### config.mk
export PLATFORM = sky130hd
export DESIGN_NAME = adccr_top
export DESIGN_NICKNAME = d
export VERILOG_FILES = /design/src/inc/adccr_pkg.sv /design/src/inc/adccr_cmp_if.sv /design/src/adccr_sync.sv /design/src/adccr_cmp.sv /design/src/adccr_top.sv
export VERILOG_INCLUDE_DIRS = /design/src /design/src/inc
export SDC_FILE = /design/constraint.sdc
export NUM_CORES = 1
export LEC_CHECK = 0
export BUFFER_PORTS_ARGS = -buffer_cell sky130_fd_sc_hd__buf_2
export CAP_MARGIN = 20
export CORE_MARGIN = 5
export CORE_UTILIZATION = 51
export CTS_BUF_LIST = sky130_fd_sc_hd__clkbuf_8 sky130_fd_sc_hd__clkbuf_16
export DETAILED_ROUTE_END_ITERATION = 16
export PLACE_DENSITY = 0.8
export SETUP_SLACK_MARGIN = 0.15
export SLEW_MARGIN = 20
export SYNTH_ARGS = -nofsm -noshare
export SYNTH_HDL_FRONTEND = slang
export SYNTH_SLANG_ARGS = --single-unit
### constraint.sdc
create_clock -name mclk_i -period 2.7 [get_ports mclk_i]
set_input_delay 0.54 -clock mclk_i [delete_from_list [all_inputs] [get_ports mclk_i]]
set_output_delay 0.54 -clock mclk_i [all_outputs]
set_load 0.01 [all_outputs]
### src/inc/adccr_defs.svh
`ifndef ADCCR_DEFS_SVH
`define ADCCR_DEFS_SVH

// Register byte offsets on the APB.
`define ADCCR_OFF_SC1       8'h00
`define ADCCR_OFF_SC2       8'h04
`define ADCCR_OFF_RH        8'h08
`define ADCCR_OFF_RL        8'h0C
`define ADCCR_OFF_CVH       8'h10
`define ADCCR_OFF_CVL       8'h14
`define ADCCR_OFF_CFG       8'h18
`define ADCCR_OFF_ISTAT     8'h1C
`define ADCCR_OFF_IMASK     8'h20

// Field positions.
`define ADCCR_SC1_CONVERSION_COMPLETE_FLAG      7
`define ADCCR_SC1_CONT      5
`define ADCCR_SC2_ACT       7
`define ADCCR_SC2_TRIG      6
`define ADCCR_SC2_CMPEN     5
`define ADCCR_SC2_CMPGE     4
`define ADCCR_CFG_VALID     7
`define ADCCR_CFG_MODE_LO   2
`define ADCCR_IRQ_DONE      0
`define ADCCR_IRQ_LOST      1

// Encodings and reset values.
`define ADCCR_CHAN_OFF      5'h1F
`define ADCCR_MODE_TEN      2'h2
`define ADCCR_RST_CHAN      5'h1F
`define ADCCR_RST_MODE      2'h0
`define ADCCR_RST_MASK      2'h0

`endif

### src/inc/adccr_pkg.sv
package adccr_pkg;

    typedef enum logic [1:0] {
        ADCCR_IDLE = 2'h1,
        ADCCR_CONV = 2'h2
    } adccr_conv_t;

    typedef struct packed {
        adccr_conv_t st;
        logic [4:0]  chan;
        logic        cont;
        logic        conversion_complete_flag;
        logic        trig;
        logic        cmp_en;
        logic        cmp_ge;
        logic [1:0]  mode;
        logic [1:0]  cvh;
        logic [7:0]  cvl;
        logic [1:0]  rh;
        logic [7:0]  rl;
        logic        lock;
        logic        valid;
        logic [1:0]  irq_stat;
        logic [1:0]  irq_mask;
        logic [31:0] rdata;
        logic        slverr;
        logic        start;
        logic        abort;
    } adccr_state_t;

    typedef struct packed {
        logic s1;
        logic s2;
        logic s3;
    } adccr_sync_t;

endpackage

### src/inc/adccr_cmp_if.sv
`timescale 1ns/1ps
`default_nettype none

interface adccr_cmp_if;
    logic       clk;
    logic       rst;
    logic [9:0] result;
    logic [9:0] cv;
    logic       ten_bit;
    logic       en;
    logic       ge;
    logic       hit;

    modport ctl (output clk, rst, result, cv, ten_bit, en, ge, input hit);
    modport cmp (input clk, rst, result, cv, ten_bit, en, ge, output hit);
endinterface

`default_nettype wire

### src/adccr_sync.sv
`timescale 1ns/1ps
`default_nettype none

module adccr_sync (
    input  wire logic mclk_i,      // Bus clock.
    input  wire logic sys_rst_i,   // Synchronous reset, active high.
    input  wire logic async_i,     // Level from another domain.
    output logic      rise_o       // One-cycle pulse on a rising edge.
);
    adccr_pkg::adccr_sync_t q;
    adccr_pkg::adccr_sync_t d;

    always_comb begin
        d    = q;
        d.s1 = async_i;
        d.s2 = q.s1;
        d.s3 = q.s2;
    end

    always_ff @(posedge mclk_i) begin
        if (sys_rst_i) begin
            q <= '0;
        end else begin
            q <= d;
        end
    end

    // Only the second stage and its delayed copy feed the edge detector.
    assign rise_o = q.s2 & ~q.s3;
endmodule

`default_nettype wire

### src/adccr_cmp.sv
`timescale 1ns/1ps
`default_nettype none

module adccr_cmp (
    adccr_cmp_if.cmp c   // Compare request and answer.
);
    logic [9:0] res_w;
    logic [9:0] ref_w;
    logic       ge_w;

    always_comb begin
        // The upper compare bits only take part in 10-bit mode.
        res_w = c.ten_bit ? c.result : {2'h0, c.result[7:0]};
        ref_w = c.ten_bit ? c.cv : {2'h0, c.cv[7:0]};
        ge_w  = res_w >= ref_w;
        if (!c.en) begin
            c.hit = 1'b1;
        end else begin
            c.hit = c.ge ? ge_w : ~ge_w;
        end
    end
endmodule

`default_nettype wire

### src/adccr_top.sv
// Contract
// - Active flag is set when a conversion starts, cleared on completion or abort.
// - Trigger select 0 starts on status_control_one write, 1 on hardware trigger.
// - Automatic compare works only while compare_enable is set.
// - Greater-equal bit picks result >= value, otherwise result < value.
// - Result high holds bits nine and eight; reads zero in 8-bit mode.
// - Results load on completion unless compare is enabled and false.
// - 10-bit mode: reading high blocks new results until low is read.
// - 8-bit mode: reads engage no interlock; results always transfer.
// - A resolution mode change makes both result registers invalid.
// - Result low holds bits seven to zero, or the whole 8-bit result.
// - 10-bit compare uses compare-value high bits against result high bits.
// - Compare-value low bits compare with result low bits in both modes.
// - Complete flag sets only on a true compare when compare is enabled.
// - Writing status_control_one aborts; restarts unless channel is all ones.
//
// The implementer's own choices: the APB interface to the registers and the placing of the registers.
`include "adccr_defs.svh"
`timescale 1ns/1ps
`default_nettype none

module adccr_top #(
    parameter int ADDR_W = 8                  // APB address width.
) (
    input  wire logic              mclk_i,        // Bus clock, 50 MHz.
    input  wire logic              sys_rst_i,     // Synchronous reset, active high.
    input  wire logic              psel,          // APB select.
    input  wire logic              penable,       // APB access phase.
    input  wire logic              pwrite,        // APB direction.
    input  wire logic [ADDR_W-1:0] paddr,         // APB byte address.
    input  wire logic [31:0]       pwdata,        // APB write data.
    output logic      [31:0]       prdata,        // APB read data.
    output logic                   pready,        // APB ready.
    output logic                   pslverr,       // APB error on unmapped address.
    input  wire logic              hw_trig_i,     // Hardware trigger input.
    output logic                   conv_start_o,  // Start pulse to the analog core.
    output logic                   conv_abort_o,  // Abort pulse to the analog core.
    output logic      [4:0]        conv_chan_o,   // Channel for the analog core.
    output logic                   conv_ten_o,    // High for 10-bit conversions.
    input  wire logic              conv_done_i,   // Completion pulse from the core.
    input  wire logic [9:0]        conv_data_i,   // Result; 8-bit results in bits 7:0.
    output logic                   irq_o          // Level interrupt.
);
    if (ADDR_W < 6) begin : g_chk
        $error("ADDR_W too small for the register map");
    end

    adccr_pkg::adccr_state_t q;
    adccr_pkg::adccr_state_t d;
    adccr_cmp_if             cif ();

    logic             hw_rise;
    logic             acc;
    logic             wr;
    logic             rd;
    logic             setup;
    logic [7:0]       a_acc;
    logic [7:0]       a_set;
    logic             ten_bit;
    logic             done;
    logic             wr_sc1;
    logic [1:0]       new_mode;
    logic             mode_chg;

    adccr_sync u_sync (
        .mclk_i    (mclk_i),
        .sys_rst_i (sys_rst_i),
        .async_i   (hw_trig_i),
        .rise_o    (hw_rise)
    );

    assign cif.clk     = mclk_i;
    assign cif.rst     = sys_rst_i;
    assign cif.result  = conv_data_i;
    assign cif.cv      = {q.cvh, q.cvl};
    assign cif.ten_bit = ten_bit;
    assign cif.en      = q.cmp_en;
    assign cif.ge      = q.cmp_ge;

    adccr_cmp u_cmp (
        .c (cif.cmp)
    );

    assign ten_bit  = q.mode == `ADCCR_MODE_TEN;
    assign setup    = psel & ~penable;
    assign acc      = psel & penable;
    assign wr       = acc & pwrite;
    assign rd       = acc & ~pwrite;
    assign a_acc    = 8'(paddr);
    assign a_set    = 8'(paddr);
    assign done     = (q.st == adccr_pkg::ADCCR_CONV) & conv_done_i;
    assign wr_sc1   = wr & (a_acc == `ADCCR_OFF_SC1);
    assign new_mode = pwdata[`ADCCR_CFG_MODE_LO +: 2];
    // A resolution change voids any result that completes in the same cycle.
    assign mode_chg = wr & (a_acc == `ADCCR_OFF_CFG) & (new_mode != q.mode);

    always_comb begin
        d       = q;
        d.start = 1'b0;
        d.abort = 1'b0;

        // Read data are captured in the setup phase so prdata comes from a flop.
        if (setup) begin
            d.slverr = 1'b0;
            unique case (a_set)
                `ADCCR_OFF_SC1:   d.rdata = {24'h0, q.conversion_complete_flag, 1'b0, q.cont, q.chan};
                `ADCCR_OFF_SC2:   d.rdata = {24'h0, q.st == adccr_pkg::ADCCR_CONV,
                                             q.trig, q.cmp_en, q.cmp_ge, 4'h0};
                `ADCCR_OFF_RH:    d.rdata = {30'h0, q.rh};
                `ADCCR_OFF_RL:    d.rdata = {24'h0, q.rl};
                `ADCCR_OFF_CVH:   d.rdata = {30'h0, q.cvh};
                `ADCCR_OFF_CVL:   d.rdata = {24'h0, q.cvl};
                `ADCCR_OFF_CFG:   d.rdata = {24'h0, q.valid, 3'h0, q.mode, 2'h0};
                `ADCCR_OFF_ISTAT: d.rdata = {30'h0, q.irq_stat};
                `ADCCR_OFF_IMASK: d.rdata = {30'h0, q.irq_mask};
                default: begin
                    d.rdata  = 32'h0;
                    d.slverr = 1'b1;
                end
            endcase
        end

        // Read side effects come first so that a same-cycle event still sets its flag.
        if (rd) begin
            if (a_acc == `ADCCR_OFF_RH && ten_bit) begin
                d.lock = 1'b1;
            end
            if (a_acc == `ADCCR_OFF_RL) begin
                d.lock = 1'b0;
                d.conversion_complete_flag = 1'b0;
            end
            if (a_acc == `ADCCR_OFF_ISTAT) begin
                d.irq_stat = 2'h0;
            end
        end

        if (wr) begin
            unique case (a_acc)
                `ADCCR_OFF_SC2: begin
                    // Bits 3:0 are reserved; whatever software puts there is dropped.
                    d.trig   = pwdata[`ADCCR_SC2_TRIG];
                    d.cmp_en = pwdata[`ADCCR_SC2_CMPEN];
                    d.cmp_ge = pwdata[`ADCCR_SC2_CMPGE];
                end
                `ADCCR_OFF_CVH:   d.cvh      = pwdata[1:0];
                `ADCCR_OFF_CVL:   d.cvl      = pwdata[7:0];
                `ADCCR_OFF_IMASK: d.irq_mask = pwdata[1:0];
                `ADCCR_OFF_CFG: begin
                    d.mode = new_mode;
                    if (new_mode != q.mode) begin
                        d.rh    = 2'h0;
                        d.rl    = 8'h0;
                        d.valid = 1'b0;
                        d.lock  = 1'b0;
                    end
                end
                default: ;
            endcase
        end

        if (wr_sc1) begin
            // A write aborts a running conversion; a result landing in the same cycle is dropped.
            d.chan = pwdata[4:0];
            d.cont = pwdata[`ADCCR_SC1_CONT];
            d.conversion_complete_flag = 1'b0;
            d.st   = adccr_pkg::ADCCR_IDLE;
            if (q.st == adccr_pkg::ADCCR_CONV) begin
                d.abort = 1'b1;
            end
            if (!q.trig && pwdata[4:0] != `ADCCR_CHAN_OFF) begin
                d.st    = adccr_pkg::ADCCR_CONV;
                d.start = 1'b1;
            end
        end else if (done) begin
            d.st = adccr_pkg::ADCCR_IDLE;
            if (cif.hit) begin
                d.conversion_complete_flag                    = 1'b1;
                d.irq_stat[`ADCCR_IRQ_DONE] = 1'b1;
                // A result that finishes under a mode being replaced is dropped.
                if (q.lock) begin
                    d.irq_stat[`ADCCR_IRQ_LOST] = 1'b1;
                end else if (!mode_chg) begin
                    d.rh    = ten_bit ? conv_data_i[9:8] : 2'h0;
                    d.rl    = conv_data_i[7:0];
                    d.valid = 1'b1;
                end
            end
            // Continuous mode in software trigger restarts at once.
            if (q.cont && !q.trig && q.chan != `ADCCR_CHAN_OFF) begin
                d.st    = adccr_pkg::ADCCR_CONV;
                d.start = 1'b1;
            end
        end else if (q.trig && hw_rise && q.st == adccr_pkg::ADCCR_IDLE
                     && q.chan != `ADCCR_CHAN_OFF) begin
            d.st    = adccr_pkg::ADCCR_CONV;
            d.start = 1'b1;
        end
    end

    always_ff @(posedge mclk_i) begin
        if (sys_rst_i) begin
            q          <= '0;
            q.st       <= adccr_pkg::ADCCR_IDLE;
            q.chan     <= `ADCCR_RST_CHAN;
            q.mode     <= `ADCCR_RST_MODE;
            q.irq_mask <= `ADCCR_RST_MASK;
        end else begin
            q <= d;
        end
    end

    assign prdata       = q.rdata;
    assign pslverr      = q.slverr & acc;
    assign pready       = 1'b1;
    assign conv_start_o = q.start;
    assign conv_abort_o = q.abort;
    assign conv_chan_o  = q.chan;
    assign conv_ten_o   = ten_bit;
    assign irq_o        = |(q.irq_stat & q.irq_mask);
endmodule

`default_nettype wire

* Yosys cells after proc, flatten, opt, wreduce, memory -nomap -nowiden
Index checks and enable logic that the tools add are counted.
** Word-level totals
- Register bits :: 78
- Bits of input ports :: 57
- Output and inout port bits :: 43
- Logic and storage cells :: 114
** Cells by class
- Magnitude comparators :: 1
- Equality and inequality tests :: 14
- Mux-type cells :: 41
- Bitwise logic cells :: 16
- Reductions and logical operators :: 19
** Operators by type and width (number)
- $pmux W8 S9 :: 1
- $mux W10 :: 7
- $mux W12 :: 3
- $eq A8 B5 Y1 const B :: 4
- $mux W1 :: 19
- $eq A8 B4 Y1 const B :: 2
- $mux W2 :: 8
- $and A1 B1 Y1 :: 10
- $ge A10 B10 Y1 :: 1
- $ne A5 B5 Y1 const B :: 2
- $reduce_and A2 Y1 :: 5
- $mux W3 :: 3
- $reduce_or A9 Y1 :: 1
- $eq A8 B3 Y1 const B :: 1
- $eq A8 B6 Y1 const B :: 1
- $logic_not A8 Y1 :: 1
- $logic_and A1 B1 Y1 :: 7
- $reduce_or A2 Y1 :: 3
- $not A1 Y1 :: 5
- $eq A2 B2 Y1 const B :: 2
- $reduce_bool A3 Y1 :: 1
- $and A2 B2 Y2 :: 1
- $eq A2 B1 Y1 const B :: 1
- $ne A2 B2 Y1 :: 1
- $logic_not A1 Y1 :: 1

* Longest topological paths before layout
- Depth after elaboration :: 13
- Depth in mapped cells :: 10
- Gate-level depth less buffers :: 9

* Cells and area by module
A second synthesis with hierarchy kept.
** Unflattened totals
- Cell total of the unflattened synthesis :: 369
- Area total of the unflattened synthesis :: 3159.3 um^2
** Modules (own cells, without submodules)
- adccr_top :: times used 1, cells an instance 325, area an instance 2788.9 um^2, seq. area each 1021.0 um^2
- adccr_cmp :: times used 1, cells an instance 37, area an instance 282.8 um^2, seq. area each 0.0 um^2
- adccr_sync :: times used 1, cells an instance 7, area an instance 87.6 um^2, seq. area each 60.1 um^2

* Worst setup path before layout
OpenSTA, ideal clock, no wires.
- Path kind :: flip-flop to flip-flop
- Start :: register q[62] in the netlist's numbering
- End :: register q[41] in the netlist's numbering
- Setup time :: 72 ps
- Arrival :: 2527 ps
- Required time :: 2628 ps
- Setup slack :: 101 ps
- Stages on the path, launching flop included :: 11
- Buffers on the path :: 1
- Clock period less this slack :: 2599 ps
- Path through :: dfxtp_1 nor2b_1 and2_1 ha_1 a21oi_1 o21ai_0 mux2i_1 or4_4 nor2_4 buf_6 mux2i_1
** Between the ends
- Longest elaborated chain between the ends :: 9
- Elaborated cells between the ends (all ways) :: 17
- Those cells by class :: 1 x order compare; 2 x eq/ne; 12 x mux; 2 x bitwise
** RTL lines
- start, declared :: RTL line adccr_top.sv:48 : adccr_pkg::adccr_state_t q;
- $eq A2 B2 Y1 (no source line) *
- via conv_ten_o :: RTL line adccr_top.sv:39 : output logic conv_ten_o,
- $mux W10, on equally long branches :: RTL line adccr_cmp.sv:13, adccr_cmp.sv:14
- $ge A10 B10 Y1 * :: RTL line adccr_cmp.sv:15 : ge_w = res_w >= ref_w;
- $not A1 Y1 :: RTL line adccr_cmp.sv:19 : c.hit = c.ge ? ge_w : ~ge_w;
- $mux W1 * :: RTL line adccr_cmp.sv:19
- $mux W1 * :: RTL line adccr_cmp.sv:16 : if (!c.en) begin
- $mux W10 * :: RTL line adccr_top.sv:176 : if (cif.hit) begin
- $mux W10 * :: RTL line adccr_top.sv:174 : end else if (done) begin
- $mux W10 * :: RTL line adccr_top.sv:161 : if (wr_sc1) begin
The timed path passes the listed nets; every way through them passes the cells marked *.
A chain may end at the register's enable or synchronous reset.

* Final worst setup path
- Start :: register q[61] in the netlist's numbering
- End :: register q[49] in the netlist's numbering
** Between the ends
- Longest elaborated chain between the ends :: 9
- Elaborated cells between the ends (all ways) :: 18
- Those cells by class :: 1 x order compare; 2 x eq/ne; 13 x mux; 2 x bitwise
** RTL lines
- $eq A2 B2 Y1 (no source line) / $ne A2 B2 Y1 (equally long branches)
- $mux W10 (tied with other cells) :: RTL line adccr_cmp.sv:13 : res_w = c.ten_bit ? c.result : {2'h0, c.result[7:0]};
- $ge A10 B10 Y1 / $mux W12 (equally long branches) :: RTL line adccr_cmp.sv:15, adccr_top.sv:138
- $not A1 Y1 / $mux W12 (equally long branches) :: RTL line adccr_cmp.sv:19, adccr_top.sv:137
- $mux W1 / $mux W10 (equally long branches) :: RTL line adccr_cmp.sv:19, adccr_top.sv:182
- $mux W1 / $mux W10 (equally long branches) :: RTL line adccr_cmp.sv:16, adccr_top.sv:180
- $mux W10 :: RTL line adccr_top.sv:176
- $mux W10 :: RTL line adccr_top.sv:174
- $mux W10 * :: RTL line adccr_top.sv:161
Mark *: on every way between the ends. The rest lies on a longest branch, timed or not.

==> reports/qor.txt <==
status -> completed
Worst setup EP type -> flip-flop
vias -> 2715
Internal -> 1.07 mW
r2r worst-path depth -> 11
Clock Tree Buf Depth -> 2
antenna violations before repair -> 0
starting density of the core -> 0.520
final period utilization -> 0.914
final RePlAce weighted congestion -> 0.892
Final #Nets -> 479
fraction of registers with async set/reset -> 0
Routed Wire Length -> 7730 µm
mapped cell area -> 3060 µm²
violation count after the first detailed-route iteration -> 214
crit-path max FO -> 5
Reg power frac -> 0.555
Core Region -> 5890 µm²
DP Wirelength -> 5820 µm
CTS root buf -> clkbuf_8
IO buf count -> 50
placed insts -> 479
Routed Antenna Nets -> 0
max_cap viols -> 0
die area -> 7640 µm²
DRT Pass-1 Iters -> 6
combinational fraction of design power -> 0.107
Pwr Density -> 431 nW/µm²
R2R Setup Slk -> 0.23 ns
fmax -> 405 MHz
Max VDD drop -> 258 µV
Arrival @ worst endpoint -> 2.71 ns
Clk network pwr share -> 0.338
TritonCTS Buffers -> 5
area leader, netlist -> dfxtp_1
worst skew pair latency -> 0.32 ns
CP required -> 2.95 ns
worst hold path startpoint -> hw_trig_i
share of cells above drive strength 1 -> 0.215
setup TNS -> 0 ns
reg2reg end -> q[49]$_SDFF_PP0_
Synthesis Warnings -> 0
top-area cell type share of the netlist area -> 0.354
switching power of the nets -> 0.386 mW
site row count -> 28
commonest non-fill, non-tap cell in the layout -> nand2_1
RSZ-0062 raised after global routing -> no
# IOs -> 100
antenna diode instance count -> 0
DIE HEIGHT -> 87.4 µm
Hold Buf Count CTS -> 0
Area growth syn-to-layout -> 10.7%
cells after synthesis -> 373
minimum clock period -> 2.47 ns
number of synthesized register bits -> 54
CP startpoint kind -> flip-flop
DR WL/cell -> 15.8 µm
Syn Area/Cell -> 8.20 µm²
commonest cells after routing, fill and taps aside -> 62 x nand2_1, 52 x dfxtp_1, 50 x buf_2, 26 x nor2_1
post-synthesis sequential area ratio -> 0.354
post-route clock skew -> 0.0106 ns
Hold Crit Class -> primary input to flip-flop
leakage -> 1.42 nW
Synth cell types -> 51
# DRC -> 0
hold endpoint -> u_sync.d[1]$_SDFF_PP0_
CP Class -> flip-flop to flip-flop
WHS Path Cells -> 2
first-pass GRT wire length -> 12100 µm
CTS tree -> built
non-filler instance count after layout -> 488
vias in the first global route -> 2503
Primary FF master, synth -> dfxtp_1
Die Width -> 87.4 µm
Slew Limit Fails -> 0
total grt overflow -> 0
Post-CTS Setup Bufs -> 0
DR vias/cell -> 5.56
reg-to-reg critical path startpoint -> q[61]$_SDFFE_PP0P_
CTS clock-pin slew for the worst setup and hold paths -> 0.10 ns
Post-synth EDFFs -> 0
All-Layer GR Usage -> 0.205
number of sinks on the clock net -> 54
largest net degree at the start of global routing -> 23
switching part of the total -> 0.264
synth top area cells -> dfxtp_1 35%, buf_4 9.3%, nand2_1 7.6%
Final setup viols -> 0
H-tree depth -> 2
Design Power -> 1.46 mW
Hold Vio Cnt, Final -> 0
## layout make-up
class	instances	area, µm²
Fill cell	543	2500
Multi-Input combinational cell	276	1680
Sequential cell	54	1080
Timing Repair Buffer	65	393
Tap cell	75	93.8
Clock buffer	6	82.6
Inverter	10	37.5
Clock inverter	2	16.3
## worst max-delay path, stage by stage, from the launching register on
cell and delay (ns):
dfxtp_2 0.37, nor2b_4 0.17, and2_4 0.18, ha_4 0.21, a21oi_2 0.14, o21ai_2 0.08, buf_4 0.14, mux2i_1 0.12
or4_4 0.43, nor2_4 0.19, clkbuf_16 0.18, mux2i_1 0.18
## worst max path at each step
stage | start | cells after the start | endpoint | slack [ns]
5_1_grt | q[62]$_SDFFE_PP0P_ | 11 | q[42]$_SDFF_PP0_ | 0.14
2_1_floorplan | q[62]$_SDFFE_PP0P_ | 10 | q[41]$_SDFF_PP0_ | 0.22
6_report | q[61]$_SDFFE_PP0P_ | 11 | q[49]$_SDFF_PP0_ | 0.23
3_5_place_dp | conv_data_i[9] | 11 | q[49]$_SDFF_PP0_ | -0.02
3_3_place_gp | conv_data_i[9] | 11 | q[48]$_SDFF_PP0_ | 0.02
4_1_cts | q[62]$_SDFFE_PP0P_ | 11 | q[48]$_SDFF_PP0_ | 0.16
## metal layers
| layer | share of wire | global-route usage |
|---|---|---|
| met5 | 0 | 0 |
| met1 | 0.40 | 0.262 |
| met2 | 0.51 | 0.348 |
| met4 | 0.021 | 0.0614 |
| met3 | 0.076 | 0.0388 |
## flip-flops by register name, indices dropped and copies added (netlist names)
| signal | count |
|---|---|
| cif.en | 1 |
| u_sync.q | 1 |
| cif.ge | 1 |
| cif.cv | 10 |
| prdata | 8 |
| u_sync.d | 2 |
| q | 24 |
| conv_start_o | 1 |
| conv_chan_o | 5 |
| conv_abort_o | 1 |
## per-stage QoR
stage | util | cell area [µm²] | hold slack (ns) | setup WS [ns]
floorplan | - | 3150 | 0.414 | 0.217
global placement | 0.549 | 3230 | 0.421 | 0.0154
detailed placement | 0.549 | 3230 | 0.433 | -0.0203
CTS | 0.567 | 3340 | 0.426 | 0.160
global route | 0.575 | 3380 | 0.458 | 0.139
finish | 0.575 | 3380 | 0.427 | 0.233
## power by group through the flow
stage,combinational [mW],sequential (mW),clock (mW)
2_1_floorplan,0.123,0.827,0
3_3_place_gp,0.148,0.828,0
3_5_place_dp,0.152,0.828,0
4_1_cts,0.153,0.810,0.499
5_1_grt,0.173,0.811,0.541
6_report,0.156,0.810,0.494
## synth_stat cells, types with 3 or more instances
library cell	number
a211oi_1	3
a21oi_1	26
a222oi_1	5
a22o_1	4
a31oi_1	3
and2_1	4
and3_1	5
buf_4	38
buf_6	3
clkbuf_1	13
dfxtp_1	54
ha_1	10
inv_1	10
mux2i_1	19
nand2_1	62
nand2b_1	3
nand3_1	15
nand3b_1	6
nor2_1	26
nor2b_1	6
nor3_1	6
o21a_1	4
o21ai_0	8
## timing repair
action,4_1_cts,5_1_grt
cloned,0,1
gates resized for setup,4,4
setup endpoints to repair,11,11
pin swaps,0,3
## cell families (layout without fill, tap and decap cells)
family	count (synthesis)	after routing	share of synthesized area
AND/OR/NAND/NOR	151	151	0.251
AO/OA/AOI/OAI	68	68	0.145
buffers and inverters	66	83	0.136
flip-flops	54	54	0.354
multiplexers	20	20	0.0659
adder cells (fa/ha/maj)	10	10	0.0409
other	2	25	0.00246
XOR/XNOR	2	2	0.00573
No activity file was read; power rests on OpenSTA's default activity.
